===== config.mk =====
export PLATFORM = sky130hd
export DESIGN_NAME = spw_top
export DESIGN_NICKNAME = d
export VERILOG_FILES = /design/src/rtl/spw_top.v /design/src/rtl/spw_queue.v
export VERILOG_INCLUDE_DIRS = /design/src /design/src/include
export SDC_FILE = /design/constraint.sdc
export NUM_CORES = 1
export LEC_CHECK = 0
export BUFFER_PORTS_ARGS = -buffer_cell sky130_fd_sc_hd__buf_4
export CORE_AREA = 2 2 213 215
export CTS_CLUSTER_SIZE = 28
export DETAILED_ROUTE_END_ITERATION = 10
export DIE_AREA = 0 0 215 217
export SETUP_SLACK_MARGIN = 0.4
export SLEW_MARGIN = 10
export SYNTH_ARGS = -nofsm -noshare
export SYNTH_HDL_FRONTEND = slang
export SYNTH_SLANG_ARGS = --single-unit

===== constraint.sdc =====
create_clock -name mclk -period 6.3 [get_ports mclk]
set_clock_uncertainty 0.05 [all_clocks]
set_input_delay 0 -clock mclk [delete_from_list [all_inputs] [get_ports mclk]]
set_output_delay 0 -clock mclk [all_outputs]
set_load 0.05 [all_outputs]

===== src/include/spw_defines.vh =====
// Constants for the smart panel write interface: register addresses,
// field positions, reset values, codes and timing counts.
// Assumes a 32-bit byte address on the plain register port.
`ifndef SPW_DEFINES_VH
`define SPW_DEFINES_VH

// Register byte addresses
`define SPW_ADDR_CONFIG 32'h1305_00a0
`define SPW_ADDR_CONTROL 32'h1305_00a4
`define SPW_ADDR_STATUS 32'h1305_00a8
`define SPW_ADDR_DIRECT 32'h1305_00ac
`define SPW_ADDR_QUEUE 32'h1305_00b0

// Reset values
`define SPW_CONFIG_RST 16'h0000
`define SPW_CONTROL_RST 1'b0
`define SPW_DATA_RST 25'h000_0000

// Writable bits of interface_config; all others read zero
`define SPW_CONFIG_MASK 16'hdf9b

// interface_config fields
`define SPW_F_TYPE 0
`define SPW_F_CLKEDGE 1
`define SPW_F_RSPOL 3
`define SPW_F_CSPOL 4
`define SPW_F_CW_LO 7
`define SPW_F_CW_HI 8
`define SPW_F_DW_LO 10
`define SPW_F_DW_HI 12
`define SPW_F_TRIG_LO 14
`define SPW_F_TRIG_HI 15

// Word layout in the data ports
`define SPW_F_FLAG 31
`define SPW_PAYLOAD_HI 23

// Data width codes
`define SPW_DW_18X1 3'b000
`define SPW_DW_16X1 3'b001
`define SPW_DW_8X3 3'b010
`define SPW_DW_8X2 3'b011
`define SPW_DW_8X1 3'b100
`define SPW_DW_9X2 3'b111

// Command width codes
`define SPW_CW_16 2'b00
`define SPW_CW_8 2'b01
`define SPW_CW_18 2'b10

// DMA threshold codes and room in words
`define SPW_TRIG_4 2'b00
`define SPW_TRIG_8 2'b01
`define SPW_TRIG_4_WORDS 4'd4
`define SPW_TRIG_8_WORDS 4'd8

// Serial data line inside the panel data bus
`define SPW_SERIAL_LINE 15

// Half period of serial clock and parallel strobe, in ns and cycles
`define SPW_MCLK_NS 40
`define SPW_HALF_NS 80
`define SPW_HALF_CYC ((`SPW_HALF_NS + `SPW_MCLK_NS - 1) / `SPW_MCLK_NS)

`endif


===== src/rtl/spw_top.v =====
// Smart panel write interface: registers, word queue and the engine
// that sends commands and pixel data to an external display module.
// Assumes one mclk domain; the DMA controller writes the queue port.
`timescale 1ns/1ps
`include "spw_defines.vh"

module spw_top #(
   parameter Q_DEPTH = 8,
   parameter Q_AW = 3,
   parameter HALF_CYC = `SPW_HALF_CYC
) (
   // Clock and reset
   input wire mclk,
   input wire rst_n,
   // Register port
   input wire [31:0] reg_addr,
   input wire [31:0] reg_wdata,
   input wire reg_wr,
   input wire reg_rd,
   output reg [31:0] reg_rdata,
   // DMA handshake and queue back-pressure
   output wire dma_req,
   output wire queue_ready,
   // Panel pins
   output reg cmd_data_select_pin,
   output reg panel_select_pin,
   output reg panel_serial_clock_pin,
   output reg [17:0] panel_data_pins
);

   localparam ST_IDLE = 4'b0001;
   localparam ST_SETUP = 4'b0010;
   localparam ST_ACTIVE = 4'b0100;
   localparam ST_GAP = 4'b1000;

   ////////////////////////////////////////////////////////////////////////
   // Registers

   reg [15:0] config_r;
   reg auto_transfer_enable;
   reg [24:0] direct_r;
   reg [24:0] queue_last_r;
   reg [3:0] state_r;
   reg [3:0] state_nxt;

   wire transfer_type_sel = config_r[`SPW_F_TYPE];
   wire clock_edge_select = config_r[`SPW_F_CLKEDGE];
   wire cmd_data_polarity = config_r[`SPW_F_RSPOL];
   wire select_level_polarity = config_r[`SPW_F_CSPOL];
   wire [1:0] command_width_sel = config_r[`SPW_F_CW_HI:`SPW_F_CW_LO];
   wire [2:0] data_width_sel = config_r[`SPW_F_DW_HI:`SPW_F_DW_LO];
   wire [1:0] trig_sel = config_r[`SPW_F_TRIG_HI:`SPW_F_TRIG_LO];

   wire wr_cfg = reg_wr && (reg_addr == `SPW_ADDR_CONFIG);
   wire wr_ctl = reg_wr && (reg_addr == `SPW_ADDR_CONTROL);
   wire wr_dir = reg_wr && (reg_addr == `SPW_ADDR_DIRECT);
   wire wr_que = reg_wr && (reg_addr == `SPW_ADDR_QUEUE);
   // Flag and payload only; bits 30:24 are dropped
   wire [24:0] wr_word = {reg_wdata[`SPW_F_FLAG],
                          reg_wdata[`SPW_PAYLOAD_HI:0]};

   wire busy;
   wire [Q_AW:0] q_count;
   wire q_in_ready;
   wire q_out_valid;
   wire [24:0] q_out_data;
   reg q_pop;

   always @(posedge mclk or negedge rst_n) begin
      if (!rst_n) begin
         config_r <= `SPW_CONFIG_RST;
         auto_transfer_enable <= `SPW_CONTROL_RST;
         direct_r <= `SPW_DATA_RST;
         queue_last_r <= `SPW_DATA_RST;
      end else begin
         if (wr_cfg) begin
            config_r <= reg_wdata[15:0] & `SPW_CONFIG_MASK;
         end
         if (wr_ctl) begin
            auto_transfer_enable <= reg_wdata[0];
         end
         if (wr_dir) begin
            direct_r <= wr_word;
         end
         if (wr_que && q_in_ready) begin
            queue_last_r <= wr_word;
         end
      end
   end

   // Read data only in the cycle after the read strobe
   always @(posedge mclk or negedge rst_n) begin
      if (!rst_n) begin
         reg_rdata <= 32'h0000_0000;
      end else if (!reg_rd) begin
         reg_rdata <= 32'h0000_0000;
      end else if (reg_addr == `SPW_ADDR_CONFIG) begin
         reg_rdata <= {16'h0000, config_r};
      end else if (reg_addr == `SPW_ADDR_CONTROL) begin
         reg_rdata <= {31'h0000_0000, auto_transfer_enable};
      end else if (reg_addr == `SPW_ADDR_STATUS) begin
         reg_rdata <= {31'h0000_0000, busy};
      end else if (reg_addr == `SPW_ADDR_DIRECT) begin
         reg_rdata <= {direct_r[24], 7'h00, direct_r[23:0]};
      end else if (reg_addr == `SPW_ADDR_QUEUE) begin
         reg_rdata <= {queue_last_r[24], 7'h00, queue_last_r[23:0]};
      end else begin
         reg_rdata <= 32'h0000_0000;
      end
   end

   ////////////////////////////////////////////////////////////////////////
   // Word queue; direct and queue ports share it to keep word order

   spw_queue #(
      .W(25),
      .DEPTH(Q_DEPTH),
      .AW(Q_AW)
   ) u_queue (
      .mclk(mclk),
      .rst_n(rst_n),
      .in_valid(wr_dir || wr_que),
      .in_ready(q_in_ready),
      .in_data(wr_word),
      .out_valid(q_out_valid),
      .out_ready(q_pop),
      .out_data(q_out_data),
      .count(q_count)
   );

   assign queue_ready = q_in_ready;

   wire [Q_AW:0] q_room = Q_DEPTH[Q_AW:0] - q_count;
   reg trig_ok;

   always @* begin
      trig_ok = 1'b0;
      if (trig_sel == `SPW_TRIG_4) begin
         trig_ok = (q_room >= `SPW_TRIG_4_WORDS);
      end else if (trig_sel == `SPW_TRIG_8) begin
         trig_ok = (q_room >= `SPW_TRIG_8_WORDS);
      end
   end

   // Enable only gates the DMA request; register feeding is unaffected
   assign dma_req = auto_transfer_enable && trig_ok;

   ////////////////////////////////////////////////////////////////////////
   // Word decode at load

   reg [4:0] ld_width;
   reg [1:0] ld_beats;

   always @* begin
      ld_width = 5'd0;
      ld_beats = 2'd0;
      if (q_out_data[24]) begin
         // Flag set marks a command word
         case (command_width_sel)
            `SPW_CW_16: begin
               ld_width = 5'd16;
               ld_beats = 2'd1;
            end
            `SPW_CW_8: begin
               ld_width = 5'd8;
               ld_beats = 2'd1;
            end
            `SPW_CW_18: begin
               ld_width = 5'd18;
               ld_beats = 2'd1;
            end
            default: begin
               ld_beats = 2'd0;
            end
         endcase
      end else begin
         case (data_width_sel)
            `SPW_DW_18X1: begin
               ld_width = 5'd18;
               ld_beats = 2'd1;
            end
            `SPW_DW_16X1: begin
               ld_width = 5'd16;
               ld_beats = 2'd1;
            end
            `SPW_DW_8X3: begin
               ld_width = 5'd8;
               ld_beats = 2'd3;
            end
            `SPW_DW_8X2: begin
               ld_width = 5'd8;
               ld_beats = 2'd2;
            end
            `SPW_DW_8X1: begin
               ld_width = 5'd8;
               ld_beats = 2'd1;
            end
            `SPW_DW_9X2: begin
               ld_width = 5'd9;
               ld_beats = 2'd2;
            end
            default: begin
               ld_beats = 2'd0;
            end
         endcase
      end
   end

   ////////////////////////////////////////////////////////////////////////
   // Transfer engine

   reg [24:0] word_r;
   reg [4:0] width_r;
   reg [1:0] left_r;
   reg [4:0] bit_r;
   reg [7:0] cnt_r;
   reg serial_r;

   wire [6:0] shamt = {2'b00, width_r} * {5'b00000, left_r - 2'd1};
   wire [23:0] shifted = word_r[23:0] >> shamt;
   wire [17:0] beat_mask = 18'h3_ffff >> (5'd18 - width_r);
   wire [17:0] beat_val = shifted[17:0] & beat_mask;
   wire [4:0] bit_pos = width_r - 5'd1 - bit_r;
   wire [17:0] bit_sh = beat_val >> bit_pos;
   wire half_done = (cnt_r == HALF_CYC[7:0] - 8'd1);
   wire last_bit = !serial_r || (bit_r == width_r - 5'd1);

   always @* begin
      state_nxt = state_r;
      q_pop = 1'b0;
      case (state_r)
         ST_IDLE: begin
            if (q_out_valid) begin
               q_pop = 1'b1;
               // Reserved width codes drop the word
               if (ld_beats != 2'd0) begin
                  state_nxt = ST_SETUP;
               end
            end
         end
         ST_SETUP: begin
            if (half_done) begin
               state_nxt = ST_ACTIVE;
            end
         end
         ST_ACTIVE: begin
            if (half_done) begin
               if (last_bit && left_r == 2'd1) begin
                  state_nxt = ST_GAP;
               end else begin
                  state_nxt = ST_SETUP;
               end
            end
         end
         ST_GAP: begin
            if (half_done) begin
               state_nxt = ST_IDLE;
            end
         end
         default: begin
            state_nxt = ST_IDLE;
         end
      endcase
   end

   always @(posedge mclk or negedge rst_n) begin
      if (!rst_n) begin
         state_r <= ST_IDLE;
         word_r <= `SPW_DATA_RST;
         width_r <= 5'd0;
         left_r <= 2'd0;
         bit_r <= 5'd0;
         cnt_r <= 8'd0;
         serial_r <= 1'b0;
      end else begin
         state_r <= state_nxt;
         if (state_r != state_nxt) begin
            cnt_r <= 8'd0;
         end else if (state_r != ST_IDLE) begin
            cnt_r <= cnt_r + 8'd1;
         end
         if (state_r == ST_IDLE && q_out_valid) begin
            word_r <= q_out_data;
            width_r <= ld_width;
            left_r <= ld_beats;
            bit_r <= 5'd0;
            serial_r <= transfer_type_sel;
         end else if (state_r == ST_ACTIVE && half_done) begin
            if (last_bit) begin
               bit_r <= 5'd0;
               left_r <= left_r - 2'd1;
            end else begin
               bit_r <= bit_r + 5'd1;
            end
         end
      end
   end

   assign busy = (state_r != ST_IDLE) || q_out_valid;

   ////////////////////////////////////////////////////////////////////////
   // Pin drive, all from flip-flops

   wire is_cmd = word_r[24];
   wire sel_on = (state_r == ST_ACTIVE) ||
                 (serial_r && state_r == ST_SETUP);
   wire clk_idle = !clock_edge_select;

   always @(posedge mclk or negedge rst_n) begin
      if (!rst_n) begin
         cmd_data_select_pin <= 1'b1;
         panel_select_pin <= 1'b1;
         panel_serial_clock_pin <= 1'b1;
         panel_data_pins <= 18'h0_0000;
      end else begin
         // Command drives low unless polarity inverted
         cmd_data_select_pin <= !is_cmd ^ cmd_data_polarity;
         // Parallel: trailing edge of select samples the data
         panel_select_pin <= sel_on ^ !select_level_polarity;
         // Idle opposite the sampling edge, toggles only in serial
         panel_serial_clock_pin <= clk_idle ^
            (serial_r && state_r == ST_ACTIVE);
         if (serial_r) begin
            panel_data_pins <= 18'h0_0000;
            panel_data_pins[`SPW_SERIAL_LINE] <= bit_sh[0];
         end else if (panel_select_pin != select_level_polarity) begin
            // Held while select is active so the closing edge sees it
            panel_data_pins <= beat_val;
         end
      end
   end

endmodule


===== src/rtl/spw_queue.v =====
// Word queue between the register port and the panel shifter.
// Assumes both sides run on mclk; DEPTH must be a power of two.
`timescale 1ns/1ps

module spw_queue #(
   parameter W = 25,
   parameter DEPTH = 8,
   parameter AW = 3
) (
   // Clock and reset
   input wire mclk,
   input wire rst_n,
   // Filling side
   input wire in_valid,
   output wire in_ready,
   input wire [W-1:0] in_data,
   // Draining side
   output wire out_valid,
   input wire out_ready,
   output wire [W-1:0] out_data,
   // Fill level
   output wire [AW:0] count
);

   reg [W-1:0] mem [0:DEPTH-1];
   reg [AW-1:0] wp_r;
   reg [AW-1:0] rp_r;
   reg [AW:0] cnt_r;
   wire push;
   wire pop;

   assign in_ready = (cnt_r != DEPTH[AW:0]);
   assign out_valid = (cnt_r != {(AW+1){1'b0}});
   assign out_data = mem[rp_r];
   assign count = cnt_r;
   assign push = in_valid && in_ready;
   assign pop = out_valid && out_ready;

   always @(posedge mclk) begin
      if (push) begin
         mem[wp_r] <= in_data;
      end
   end

   always @(posedge mclk or negedge rst_n) begin
      if (!rst_n) begin
         wp_r <= {AW{1'b0}};
         rp_r <= {AW{1'b0}};
         cnt_r <= {(AW+1){1'b0}};
      end else begin
         if (push) begin
            wp_r <= wp_r + 1'b1;
         end
         if (pop) begin
            rp_r <= rp_r + 1'b1;
         end
         if (push && !pop) begin
            cnt_r <= cnt_r + 1'b1;
         end else if (pop && !push) begin
            cnt_r <= cnt_r - 1'b1;
         end
      end
   end

endmodule


; Word-level counts from Yosys, hierarchy flattened
; Memory sizes are Yosys's and may differ from the RTL's.
; Cells that the tools add are included.
[word_totals]
mem_bits_ro = 0
elab_cells = 142
ramBits = 200
latch_bits = 0
reg_bits = 176
memories = 1
[mem_list]
columns = memory, depth, word_bits, read_ports, rd_clocked_by_memory_dff, wr, line
row1 = u_queue.mem, 8, 25, 1, 0, 1, spw_queue.v:25  ; reg [W-1:0] mem [0:DEPTH-1];
[classes]
eq_ne = 24
shifts = 3
n_mux = 37
div_mod_pow = 0
mul = 1
n_lt_le_gt_ge = 2
n_bitwise = 4
reduce_logical = 40
addsub = 11
[ops]
columns = operator, count
row1 = two-way mux 32 bit, 6
row2 = "equality test 32 x 29 -> 1 bit, second input constant", 5
row3 = two-way mux 18 bit, 2
row4 = two-way mux 4 bit, 8
row5 = >> shifter 24 x 7 -> 18 bit, 1
row6 = two-way mux 5 bit, 4
row7 = case mux 5 bit (4 select lines), 1
row8 = bitwise AND 18 bit, 1
row9 = >> shifter 18 x 5 -> 1 bit, 1
row10 = ">> shifter 18 x 5 -> 18 bit, first input constant", 1
row11 = two-way mux 8 bit, 2
row12 = case mux 4 bit (4 select lines), 1
row13 = logical AND 1 bit, 15
row14 = case mux 5 bit (3 select lines), 1
row15 = nonzero test 2 bit, 6
row16 = OR reduction 3 bit, 3
row17 = "adder 8 x 1 -> 8 bit, second input constant", 1
row18 = "equality test 8 x 1 -> 1 bit, second input constant", 1
row19 = two-way mux 2 bit, 4
row20 = multiplier 5 x 2 -> 7 bit, 1
row21 = two-way mux 1 bit, 7
row22 = "adder 3 x 1 -> 3 bit, second input constant", 2
row23 = "equality test 2 x 1 -> 1 bit, second input constant", 3
row24 = "equality test 3 x 2 -> 1 bit, second input constant", 2
row25 = other kinds (31), 43

; Depth between registers and ports, before layout
; Gate-level depths: netlist of run 1.
[depth]
word_depth = 10
mapped_depth = 16
depth_no_buf = 14

; Hierarchy
; Synthesis of run 1 repeated with hierarchy kept, for this count alone.
[unflattened]
hier_cells = 1258
area_unflattened_um2 = 17399.2
[by_module_without_submodules]
columns = module, cells_each, area_per_inst_um2, instances
row1 = spw_top, 906, 9063.7, 1
row2 = spw_queue, 352, 8335.5, 1

; Least setup slack after synthesis of run 1
; OpenSTA, ideal clock, no wires.
[synth_timing]
path_type = input to register
startpoint = input port reg_addr[21]
endpoint = memory u_queue.mem[0][0] (enable)
setup_time_ps = 438
stages = 9
slack_ps = 2545
path_buffers = 1
t_arrival_ps = 3267
path_cell_list = nor4b_1 -> nand2_1 -> nor4_1 -> and2b_1 -> and3_1 -> buf_2 -> o211a_1 -> nand2b_1 -> nor3_1
[synth_between]
elab_chain_cells = 6
elab_cells_between_ends = 8
[synth_rtl]
columns = item, line
row1 = from (decl), spw_top.v:16  ; input wire [31:0] reg_addr,
row2 = equality test 32 x 29 -> 1 bit (no line), n/a
row3 = "logical AND 1 bit, on equally long branches", "spw_top.v:56, spw_top.v:57"
row4 = logical OR 1 bit *, spw_top.v:122  ; .in_valid(wr_dir || wr_que),
row5 = logical AND 1 bit *, spw_queue.v:36  ; assign push = in_valid && in_ready;
row6 = via u_queue.push, spw_queue.v:29  ; wire push;
row7 = two-way mux 1 bit *, spw_queue.v:40  ; if (push) begin
row8 = two-way mux 1 bit (implied by the code) *, spw_queue.v:41  ; mem[wp_r] <= in_data;
row9 = to (decl), spw_queue.v:25
; The timed path passes the listed nets; every way through them passes the cells marked *.

; Worst setup path after layout of run 1
[layout_timing]
startpoint = register left_r[0]
endpoint = register panel_data_pins[15]
[layout_between]
elab_chain_cells = 6
elab_cells_between_ends = 7
[layout_rtl]
columns = item, line
row1 = from (decl), spw_top.v:214  ; reg [1:0] left_r;
row2 = from (signal assigned), spw_top.v:285  ; left_r <= ld_beats;
row3 = from (signal assigned), spw_top.v:291  ; left_r <= left_r - 2'd1;
row4 = subtractor 2 x 1 -> 2 bit *, spw_top.v:219  ; wire [6:0] shamt = {2'b00, width_r} * {5'b00000, left_r - 2'd1};
row5 = multiplier 5 x 2 -> 7 bit *, spw_top.v:219
row6 = >> shifter 24 x 7 -> 18 bit *, spw_top.v:220  ; wire [23:0] shifted = word_r[23:0] >> shamt;
row7 = bitwise AND 18 bit *, spw_top.v:222  ; wire [17:0] beat_val = shifted[17:0] & beat_mask;
row8 = >> shifter 18 x 5 -> 1 bit or two-way mux 18 bit (tied branches), "spw_top.v:224, spw_top.v:326"
row9 = two-way mux 18 bit *, spw_top.v:323  ; if (serial_r) begin
row10 = "to (signal, indexed assignment)", spw_top.v:325  ; panel_data_pins[`SPW_SERIAL_LINE] <= bit_sh[0];
row11 = to (signal assigned), spw_top.v:328  ; panel_data_pins <= beat_val;
row12 = to (decl), spw_top.v:28  ; output reg [17:0] panel_data_pins
; Mark *: on every way between the ends. The rest lies on a longest branch, timed or not. The select of a mux whose other input is x is not followed.
; A chain may end at the register's enable or synchronous reset.

==> results of run 1 <==
area by class of cell:
class | instances | area, sq um
fill | 4123 | 24900
clock buffer | 50 | 1040
timing repair buffer | 153 | 1230
clock inverter | 24 | 330
multi-input combinational | 747 | 6160
sequential | 368 | 10200
antenna | 1 | 2.50
tap | 600 | 751
inverter | 24 | 90.1
metal layers:
layer / track usage [%] / up-vias / wire (um)
met5: 0 / - / 16
met4: 4.78 / 2 / 858
met3: 3.24 / 60 / 1910
met2: 26.7 / 236 / 18100
met1: 22.8 / 5267 / 17100
li1: - / 4799 / -
worst register-to-register path, delay by kind of cell (launching register included):
family,cells,cell delay (ns)
adders and majority gates,3,1.66
muxes,3,0.79
and+or+nand+nor,4,0.60
AOI/OAI and AO/OA,2,0.58
DFF,1,0.52
buffers and inverters,1,0.13
registers in the layout, indices dropped and copies added, names as in the netlist, 4 cells and up:
signal and count:
bit_r 5, queue_last_r 25, direct_r 25, cnt_r 8, u_queue.mem 200, reg_rdata 25, panel_data_pins 18, width_r 4
config_r 12, word_r 25, state_r 4, u_queue.count 4
final timing paths:
path / from / endpoint / slack [ns] / cells past startpoint
setup reg to reg: left_r[0]$_DFFE_PN0P_ / panel_data_pins[15]$_DFFE_PN0P_ / 1.89 / 13
hold reg to reg: word_r[24]$_DFFE_PN0P_ / cmd_data_select_pin$_DFF_PN1_ / 0.41 / 1
min in group mclk: reg_addr[4] / reg_rdata[13]$_DFF_PN0_ / 0.17 / 5
hold / removal: rst_n / queue_last_r[16]$_DFFE_PN0P_ / 0.05 / 2
max in group asynchronous: rst_n / u_queue.rp_r[0]$_DFFE_PN0P_ / 4.50 / 3
setup / recovery: left_r[0]$_DFFE_PN0P_ / panel_data_pins[15]$_DFFE_PN0P_ / 1.89 / 13
repair_timing:
item,CTS,global route
hold buffers,32,0
hold endpoints to repair,357,0
endpoints found under the setup margin,0,0
gates resized for setup,0,0
cells by family (layout without fill, tap and decap cells):
family / count (synthesis) / in the layout / synth area share, %
DFF: 368 / 368 / 61.1
buffers and inverters: 99 / 251 / 2.66
muxes: 185 / 185 / 16.6
adders and majority gates: 28 / 28 / 2.17
AOI/OAI and AO/OA: 184 / 184 / 7.07
other: 1 / 8 / 0.0224
xor gates and xnor gates: 32 / 32 / 1.68
and+or+nand+nor: 311 / 311 / 8.72
stage by stage:
step                power [W]  worst slack (ns)
global placement      0.00485              1.98
floorplan             0.00431              2.54
detailed placement    0.00487              1.94
finish                0.00729              1.89
global route          0.00765              1.58
CTS                   0.00736              1.92
layout by cell type (no fill, tap or decap), types with 32 or more instances in the layout:
cell type,netlist,routed
dlygate4sd3_1,0,32
nor2_1,112,105
nand2_1,78,78
edfxtp_1,200,200
mux2i_1,47,47
mux4_2,67,67
dfrtp_1,164,162
buf_4,9,120
mux2_2,71,71
a21oi_1,67,67
clkbuf_16,0,40
power by group through the flow:
| stage | clock network [W] | logic [W] | registers (W) |
|---|---|---|---|
| after floorplan | 0 | 0.00126 | 0.00305 |
| after global placement | 0 | 0.00191 | 0.00294 |
| after detailed placement | 0 | 0.00193 | 0.00294 |
| after CTS | 0.00251 | 0.00195 | 0.00290 |
| after global routing | 0.00261 | 0.00212 | 0.00292 |
| final | 0.00245 | 0.00194 | 0.00289 |
==> metrics.md, run 1 <==
| Metric | Value |
|---|---|
| Slew margin rel. | 22.7% |
| Via/cell ratio | 5.27 |
| Power Internal | 0.00499 W |
| Final Cycle Share | 70.0% |
| Vias | 10400 |
| Count leader, synth | edfxtp_1 |
| Critical-path cell list | ha_1, inv_1, nor2_1, ha_1, ha_1, mux2i_1, mux2i_1, mux2i_1, and2_1, a211oi_1, nand4_1, and4_1, o31ai_1 |
| Final cell count without fillers | between 1500 and 2000 |
| Final hold violation count | 0 |
| GR Overflow Total | 0 |
| Slowest CP cell | ha_1 |
| NumNets Final | 1429 |
| Power share of the sequential group | 39.6% |
| Starting density of the core | 37.4% |
| Hold_ws | 0.0520 ns |
| Worst slew pin tran | 1.16 ns |
| Post-DP Area | 18100 sq um |
| Tmin final | 4.41 ns |
| Post-synth EDFFs | 200 |
| Critical setup path kind | flop to flop |
| Final Max Tran Viols | 0 |
| Area share of the largest cell type after synthesis | 35.9% |
| Core area | about 45000 sq um |
| Largest net degree at the start of global routing | 92 |
| Clk network pwr share | 33.7% |
| Syn Inst Count | 1208 |
| Pwr dens | 367 nW/um^2 |
| Startpoint types | flop |
| Leakage | approximately 8 nW |
| Number of global-route vias before repair | around 10000 |
| Finished Cell Area | roughly 20000 sq um |
| Post-DRT Antenna Nets | 0 |
| Net Sw Frac | 31.6% |
| Synth Area per Inst | between 10 and 15 sq um |
| Clk sinks | 368 |
| First-pass GRT wire length | 60.0 mm |
| Mapped Area | 16700 sq um |
| Clock Latency Late Sink | about 0.57 ns |
| GP Congestion | approximately 0.9 |
| Setup bufs post-CTS | 0 |
| Max Fclk | approximately 230 MHz |
| Largest area contributor in the netlist | edfxtp_1 |
| Fraction of layout cells with a size suffix above 1 | 25.3% |
| # IOs | between 100 and 150 |
| Status | finished, final reports clean |
| CP required | approximately 6.7 ns |
| CP bufs+invs | 1 |
| Setup_tns | 0 ns |
| Max Cap Viol | 0 |
| CTS clock-pin slew for the worst setup and hold paths | 0.06 ns |
| Initial antenna violation count | 2 |
| Worst path max stage delay | 1.01 ns |
| Switching pwr | approximately 0.0023 W |
| Final Setup Violations | 0 |
| Area Growth Syn to Fin | 18.5% |
| Die Width | 215 um |
| Die Height | 217 um |
| CP top delay family | adder cells |
| H-tree depth | 2 |
| Worst Hold Class | primary input to async pin |
| Core Util, Final | 44.4% |
| Num rows | 78 |
| Sequential share of the synthesized area | 61.1% |
| Root Buffer | clkbuf_16 |
| Main flop type after synthesis | edfxtp_1 |
| Data arrival time of the worst path | 4.84 ns |
| Synth Register Bits | approximately 370 |
| CP Capture Type | flop |
| CTS max path bufs | 3 |
| Synth unique cells | 68 |
| CTS tree | done |
| TritonCTS Buffers | 40 |
| Top cells by count, synth | 200 x edfxtp_1, 164 x dfrtp_1, 112 x nor2_1, 78 x nand2_1, 71 x mux2_2 |
| Async S/R FF share, synth | 45.7% |
| Die area | 46700 sq um |
| Main area contributors after synthesis | edfxtp_1 36%, dfrtp_1 25%, mux4_2 9.0% |
| DR WL/cell | 19.3 um |
| Max IR drop VDD | about 230 uV |
| DRC errors left | 0 |
| Synth warn | 0 |
| Drt pass-1 iters | 7 |
| Unrepaired setup endpoints after global routing | false |
| Critical Path Fanout Max | 28 |
| Drt total wl | 38.0 mm |
| Port bufs | 108 |
| Gr usage total | 16.5% |
| DRC marker count from the first detailed-route iteration | 895 |
| Hpwl dp | 24.1 mm |
| Inst Count DP | around 1900 |
| Comb power frac | 26.7% |
Power figures use the tool's default switching activity.
==> inputs of run 2 (changes only) <==
Clock period 6.3 ns to 4 ns, I/O delays scaled along.
==> metrics.md, run 2 (same netlist as run 1, synthesis figures left out) <==
| Metric | Value |
|---|---|
| Startpoint types | flop (unchanged) |
| Num rows | 78 (unchanged) |
| Critical setup path kind | flop to flop (unchanged) |
| Commonest non-fill, non-tap cells in the layout | 200 x edfxtp_1, 162 x dfrtp_1, 135 x buf_4 (was 200 x edfxtp_1, 162 x dfrtp_1, 120 x buf_4) |
| CTS clock-pin slew for the worst setup and hold paths | 0.06 ns (about the same) |
| Max IR drop VDD | 363 uV (was 230 uV) |
| Dpl ws | 0.382 ns (was 1.94 ns) |
| Die area | 46700 sq um (unchanged) |
| Leakage | 8.04 nW (was 7.93 nW) |
| Final cell count without fillers | 1987 (was 1967) |
| Failing checks | hold timing |
| DRC marker count from the first detailed-route iteration | 842 (was 895) |
| Unrepaired setup endpoints after global routing | false (unchanged) |
| Most common cell after layout, fill and taps aside | edfxtp_1 (unchanged) |
| Worst flop-to-flop path startpoint | left_r[0]$_DFFE_PN0P_ (unchanged) |
| FF-to-FF End | panel_data_pins[15]$_DFFE_PN0P_ (unchanged) |
| Largest register by flop count | u_queue.mem (unchanged) |
| Gr usage total | 16.3% (was 16.5%) |
| Final Cycle Share | 85.4% (was 70.0%) |
| Final Setup Violations | 0 (unchanged) |
| Die Width | 215 um (unchanged) |
| Status | finished with violations (was finished, final reports clean) |
| Setup_tns | 0 ns (unchanged) |
| Critical Path Fanout Max | 14 (was 28) |
| Footprint of the multi-input gates | 6250 sq um (was 6160 sq um) |
| Final hold violation count | 1 (was 0) |
| Drt total wl | 37.9 mm (was 38.0 mm) |
| Via/cell ratio | 5.25 (was 5.27) |
| # fillers | 4033 (was 4123) |
| CTS tree | done (unchanged) |
| Post-DRT Antenna Nets | 0 (unchanged) |
| Sequential Area | 10200 sq um (unchanged) |
| Tmin final | 3.42 ns (was 4.41 ns) |
| Reg2Reg Depth | 14 (was 13) |
| Worst setup path end | panel_data_pins[15]$_DFFE_PN0P_ (unchanged) |
| Largest net degree at the start of global routing | 112 (was 92) |
| Drt pass-1 iters | 6 (was 7) |
| # IOs | 123 (unchanged) |
| Max reg flops | 200 (unchanged) |
| CTS max path bufs | 3 (unchanged) |
| Final Max Tran Viols | 0 (unchanged) |
| Data arrival time of the worst path | 3.81 ns (was 4.84 ns) |
| R2R Setup Slk | 0.58 ns (was 1.89 ns) |
| CP required | 4.39 ns (was 6.73 ns) |
| CP Capture Type | flop (unchanged) |
| DRC errors left | 0 (unchanged) |
| Starting density of the core | 37.4% (unchanged) |
| Worst Hold Class | primary input to async pin (unchanged) |
| Pwr dens | 571 nW/um^2 (was 367 nW/um^2) |
| TritonCTS Buffers | 41 (was 40) |
| GR Overflow Total | 0 (unchanged) |
| Area Growth Syn to Fin | 20.4% (was 18.5%) |
| Hold_ws | -0.000257 ns (was 0.0520 ns) |
| Core Util, Final | 45.0% (was 44.4%) |
| Final worst slack | 0.582 ns (was 1.89 ns) |
| Root Buffer | clkbuf_16 (unchanged) |
| Number of global-route vias before repair | 10300 (about the same) |
| Clock Latency Late Sink | 0.56 ns (was 0.57 ns) |
| Clk sinks | 368 (unchanged) |
| DR WL/cell | 19.1 um (was 19.3 um) |
| Port bufs | 108 (unchanged) |
| Vias | 10400 (about the same) |
| Slew margin rel. | 28.2% (was 22.7%) |
| Fraction of layout cells with a size suffix above 1 | 27.5% (was 25.3%) |
| GP Congestion | 0.895 (was 0.891) |
| Core area | 44700 sq um (unchanged) |
| Max Cap Viol | 0 (unchanged) |
| Initial antenna violation count | 1 (was 2) |
| NumNets Final | 1452 (was 1429) |
| Hpwl dp | 24.9 mm (was 24.1 mm) |
| Die Height | 217 um (unchanged) |
| Crit path launch | left_r[0]$_DFFE_PN0P_ (unchanged) |
| H-tree depth | 2 (unchanged) |
| Worst slew pin tran | 1.07 ns (was 1.16 ns) |
| First-pass GRT wire length | 59.1 mm (was 60.0 mm) |
| Max Fclk | 293 MHz (was 227 MHz) |
| Ant diodes | 0 (was 1) |
| Inst Count DP | 1878 (was 1860) |
==> run 2: worst min path at each step <==
stage	cells after the start	end	startpoint	slack, ns
CTS	3	word_r[22]$_DFFE_PN0P_	rst_n	0.005
global route	3	word_r[21]$_DFFE_PN0P_	rst_n	0.03
finish	3	word_r[22]$_DFFE_PN0P_	rst_n	-0.0003
global placement	1	word_r[23]$_DFFE_PN0P_	rst_n	-0.02
detailed placement	1	word_r[23]$_DFFE_PN0P_	rst_n	-0.02
floorplan	0	auto_transfer_enable$_DFFE_PN0P_	rst_n	-0.35
==> run 2: power breakdown <==
| group | total, W | internal [W] | switching [W] |
|---|---|---|---|
| clock | 0.00371 | 0.00221 | 0.00150 |
| sequential | 0.00451 | 0.00425 | 0.000262 |
| combinational | 0.00328 | 0.00140 | 0.00188 |
| total | 0.0115 | 0.00785 | 0.00364 |
==> run 2: cell type report <==
type                       count  share of cell area [%]
clock inverter                21                    1.13
clock buffer                  52                    5.45
tap                          600                    3.73
multi-input combinational    747                    31.0
inverter                      24                   0.466
timing repair buffer         175                    7.44
sequential                   368                    50.8
==> run 2: worst max-delay path, stage by stage, from the launching register on <==
cell and delay, ns:
dfrtp_1 0.38, ha_1 0.35, inv_1 0.13, nor2_1 0.05
ha_1 0.25, ha_4 0.32, buf_12 0.16, mux2_2 0.35
a21oi_2 0.20, o22a_1 0.18, nor2_1 0.06, o32ai_2 0.32
o221ai_1 0.17, a211oi_1 0.20, o31ai_1 0.10
==> run 2: timing repair <==
item                                    4_1_cts  5_1_grt
endpoints found under the hold margin       335        0
gates cloned                                  0        1
pin swaps                                     0        2
hold buffers                                 33        0
setup buffers                                 0        2
gates resized for setup                       1       20
endpoints found under the setup margin        1        5
==> run 2: per-stage QoR <==
stage | cell area, sq um | power (W)
final | 20100 | 0.0115
after global routing | 20100 | 0.0121
after CTS | 20000 | 0.0115
after detailed placement | 18300 | 0.00771
after global placement | 18300 | 0.00769
after floorplan | 16800 | 0.00679
==> run 2: metal layers <==
| layer | track usage [%] | vias to the layer above | share of wire (%) |
|---|---|---|---|
| li1 | - | 4840 | - |
| met1 | 22.0 | 5309 | 44 |
| met2 | 26.6 | 212 | 49 |
| met3 | 3.28 | 69 | 4.6 |
| met4 | 5.10 | 2 | 2.7 |
| met5 | 0 | - | 0.034 |
==> inputs of run 3 (changes only) <==
Settings changed: PLACE_DENSITY set to 0.58.
==> metrics.md, run 3 (same netlist as run 1, synthesis figures left out) <==
| Metric | Value |
|---|---|
| Critical setup path kind | flop to flop (unchanged) |
| Hold_ws | -0.00562 ns (was -0.000257 ns) |
| TritonCTS Buffers | 41 (unchanged) |
| CP bufs+invs | 2 (unchanged) |
| Final Cycle Share | 89.1% (was 85.4%) |
| Worst slew pin tran | 1.03 ns (was 1.07 ns) |
| Pwr dens | 565 nW/um^2 (was 571 nW/um^2) |
| Max Cap Viol | 0 (unchanged) |
| Drt total wl | 39.0 mm (was 37.9 mm) |
| Commonest non-fill, non-tap cells in the layout | 200 x edfxtp_1, 162 x dfrtp_1, 140 x buf_4 (was 200 x edfxtp_1, 162 x dfrtp_1, 135 x buf_4) |
| Worst path max stage delay | 0.54 ns (was 0.38 ns) |
| Max reg flops | 200 (unchanged) |
| Port bufs | 108 (unchanged) |
| Die Width | 215 um (unchanged) |
| Max IR drop VDD | 416 uV (was 363 uV) |
| Post-DRT Antenna Nets | 0 (unchanged) |
| Slowest CP cell | mux4_2 (was dfrtp_1) |
| Clk sinks | 368 (unchanged) |
| Ant diodes | 0 (unchanged) |
| Unrepaired setup endpoints after global routing | true (was false) |
| Number of global-route vias before repair | 10400 (was 10300) |
| Largest net degree at the start of global routing | 94 (was 112) |
| Vias | 10400 (about the same) |
| CTS max path bufs | 3 (unchanged) |
| Final hold violation count | 3 (was 1) |
| Worst Hold Class | primary input to async pin (unchanged) |
| Critical-path cell list | ha_1, inv_1, nor2_1, ha_1, ha_2, buf_12, mux2i_1, mux2i_1, mux4_2, nand3_1, o2bb2ai_1, a32oi_1, and4_1, o31ai_1 (was ha_1, inv_1, nor2_1, ha_1, ha_4, buf_12, mux2_2, a21oi_2, o22a_1, nor2_1, o32ai_2, o221ai_1, a211oi_1, o31ai_1) |
| Crit path launch | left_r[0]$_DFFE_PN0P_ (unchanged) |
| First-pass GRT wire length | 60.8 mm (was 59.1 mm) |
| CTS clock-pin slew for the worst setup and hold paths | 0.06 ns (about the same) |
| Inst Count DP | 1882 (was 1878) |
| Critical Path Fanout Max | 14 (unchanged) |
| Root Buffer | clkbuf_16 (unchanged) |
| DRC marker count from the first detailed-route iteration | 842 (unchanged) |
| CP top delay family | adder cells (was compound AO/OA/AOI/OAI gates) |
| Die Height | 217 um (unchanged) |
| Final cell count without fillers | 1992 (was 1987) |
| Fraction of layout cells with a size suffix above 1 | 27.2% (was 27.5%) |
| DR WL/cell | 19.6 um (was 19.1 um) |
| H-tree depth | 2 (unchanged) |
| Initial antenna violation count | 1 (unchanged) |
| DRC errors left | 0 (unchanged) |
| Starting density of the core | 37.4% (unchanged) |
| GR Overflow Total | 0 (unchanged) |
| Setup_tns | 0 ns (unchanged) |
| Data arrival time of the worst path | 3.94 ns (was 3.81 ns) |
| CP required | 4.38 ns (was 4.39 ns) |
| Num rows | 78 (unchanged) |
| CP Capture Type | flop (unchanged) |
| Slew margin rel. | 31.5% (was 28.2%) |
| Status | finished with violations (unchanged) |
| Tmin final | 3.56 ns (was 3.42 ns) |
| Failing checks | hold timing (unchanged) |
| Power consumption | 0.0113 W (was 0.0115 W) |
| Final Setup Violations | 0 (unchanged) |
| # IOs | 123 (unchanged) |
| Gr usage total | 16.7% (was 16.3%) |
| Final Max Tran Viols | 0 (unchanged) |
| Drt pass-1 iters | 7 (was 6) |
| Largest register by flop count | u_queue.mem (unchanged) |
| GP Congestion | 0.876 (was 0.895) |
| CTS tree | done (unchanged) |
| Area Growth Syn to Fin | 19.7% (was 20.4%) |
| Max Fclk | 281 MHz (was 293 MHz) |
| Leakage | 8.02 nW (was 8.04 nW) |
| Via/cell ratio | 5.23 (was 5.25) |
| Worst flop-to-flop path startpoint | left_r[0]$_DFFE_PN0P_ (unchanged) |
| # fillers | 4086 (was 4033) |
| Hpwl dp | 25.8 mm (was 24.9 mm) |
| Clock Latency Late Sink | 0.55 ns (was 0.56 ns) |
| Die area | 46700 sq um (unchanged) |
| Most common cell after layout, fill and taps aside | edfxtp_1 (unchanged) |
| NumNets Final | 1454 (was 1452) |
| Core area | 44700 sq um (unchanged) |
| Startpoint types | flop (unchanged) |
## run 3: worst paths after layout
| path | end | slack, ns | cells after the start |
|---|---|---|---|
| worst max-delay path | panel_data_pins[15]$_DFFE_PN0P_ | 0.44 | 14 |
| worst min-delay path | panel_data_pins[4]$_DFFE_PN0P_ | -0.006 | 2 |
| worst max register to register | panel_data_pins[15]$_DFFE_PN0P_ | 0.44 | 14 |
| worst min register to register | cmd_data_select_pin$_DFF_PN1_ | 0.41 | 1 |
| max in group asynchronous | u_queue.wp_r[2]$_DFFE_PN0P_ | 2.79 | 3 |
| min in group mclk | auto_transfer_enable$_DFFE_PN0P_ | 0.04 | 4 |
## run 3: metrics by stage
step                utilization, %  area, sq um  hold WS [ns]  setup slack [ns]
global placement              41.0        18300         0.129             0.458
finish                        44.8        20000      -0.00562             0.437
global route                  44.8        20000        0.0506             0.300
CTS                           44.6        19900       0.00993             0.425
floorplan                        -        16800        -0.346             0.668
detailed placement            41.0        18300         0.132             0.435
## run 3: metal layers
| metal | share of wire (%) | vias up | GRT usage (%) | routed length, um |
|---|---|---|---|---|
| li1 | - | 4835 | - | - |
| met1 | 45 | 5320 | 22.7 | 17400 |
| met2 | 49 | 207 | 28.1 | 19200 |
| met3 | 4.2 | 53 | 2.81 | 1630 |
| met4 | 1.7 | 2 | 3.98 | 655 |
| met5 | 0.033 | - | 0 | 13 |
## run 3: timing repair
action	4_1_cts	5_1_grt
hold buffers	32	0
setup buffers	0	1
endpoints found under the setup margin	0	3
gates resized for setup	0	12
hold endpoints to repair	352	0
## run 3: report_power, final
part / internal (W) / switching (W) / total, W
clock network: 0.00206 / 0.00149 / 0.00355
logic: 0.00138 / 0.00182 / 0.00320
registers: 0.00424 / 0.000319 / 0.00456
## run 3: final cells by class
| type | count | area [sq um] | share of cell area [%] |
|---|---|---|---|
| Sequential cell | 368 | 10200 | 51.0 |
| Multi-Input combinational cell | 747 | 6200 | 31.0 |
| Timing Repair Buffer | 177 | 1470 | 7.33 |
| Clock buffer | 59 | 1170 | 5.87 |
| Tap cell | 600 | 751 | 3.75 |
| Clock inverter | 17 | 115 | 0.575 |
| Inverter | 24 | 90.1 | 0.450 |
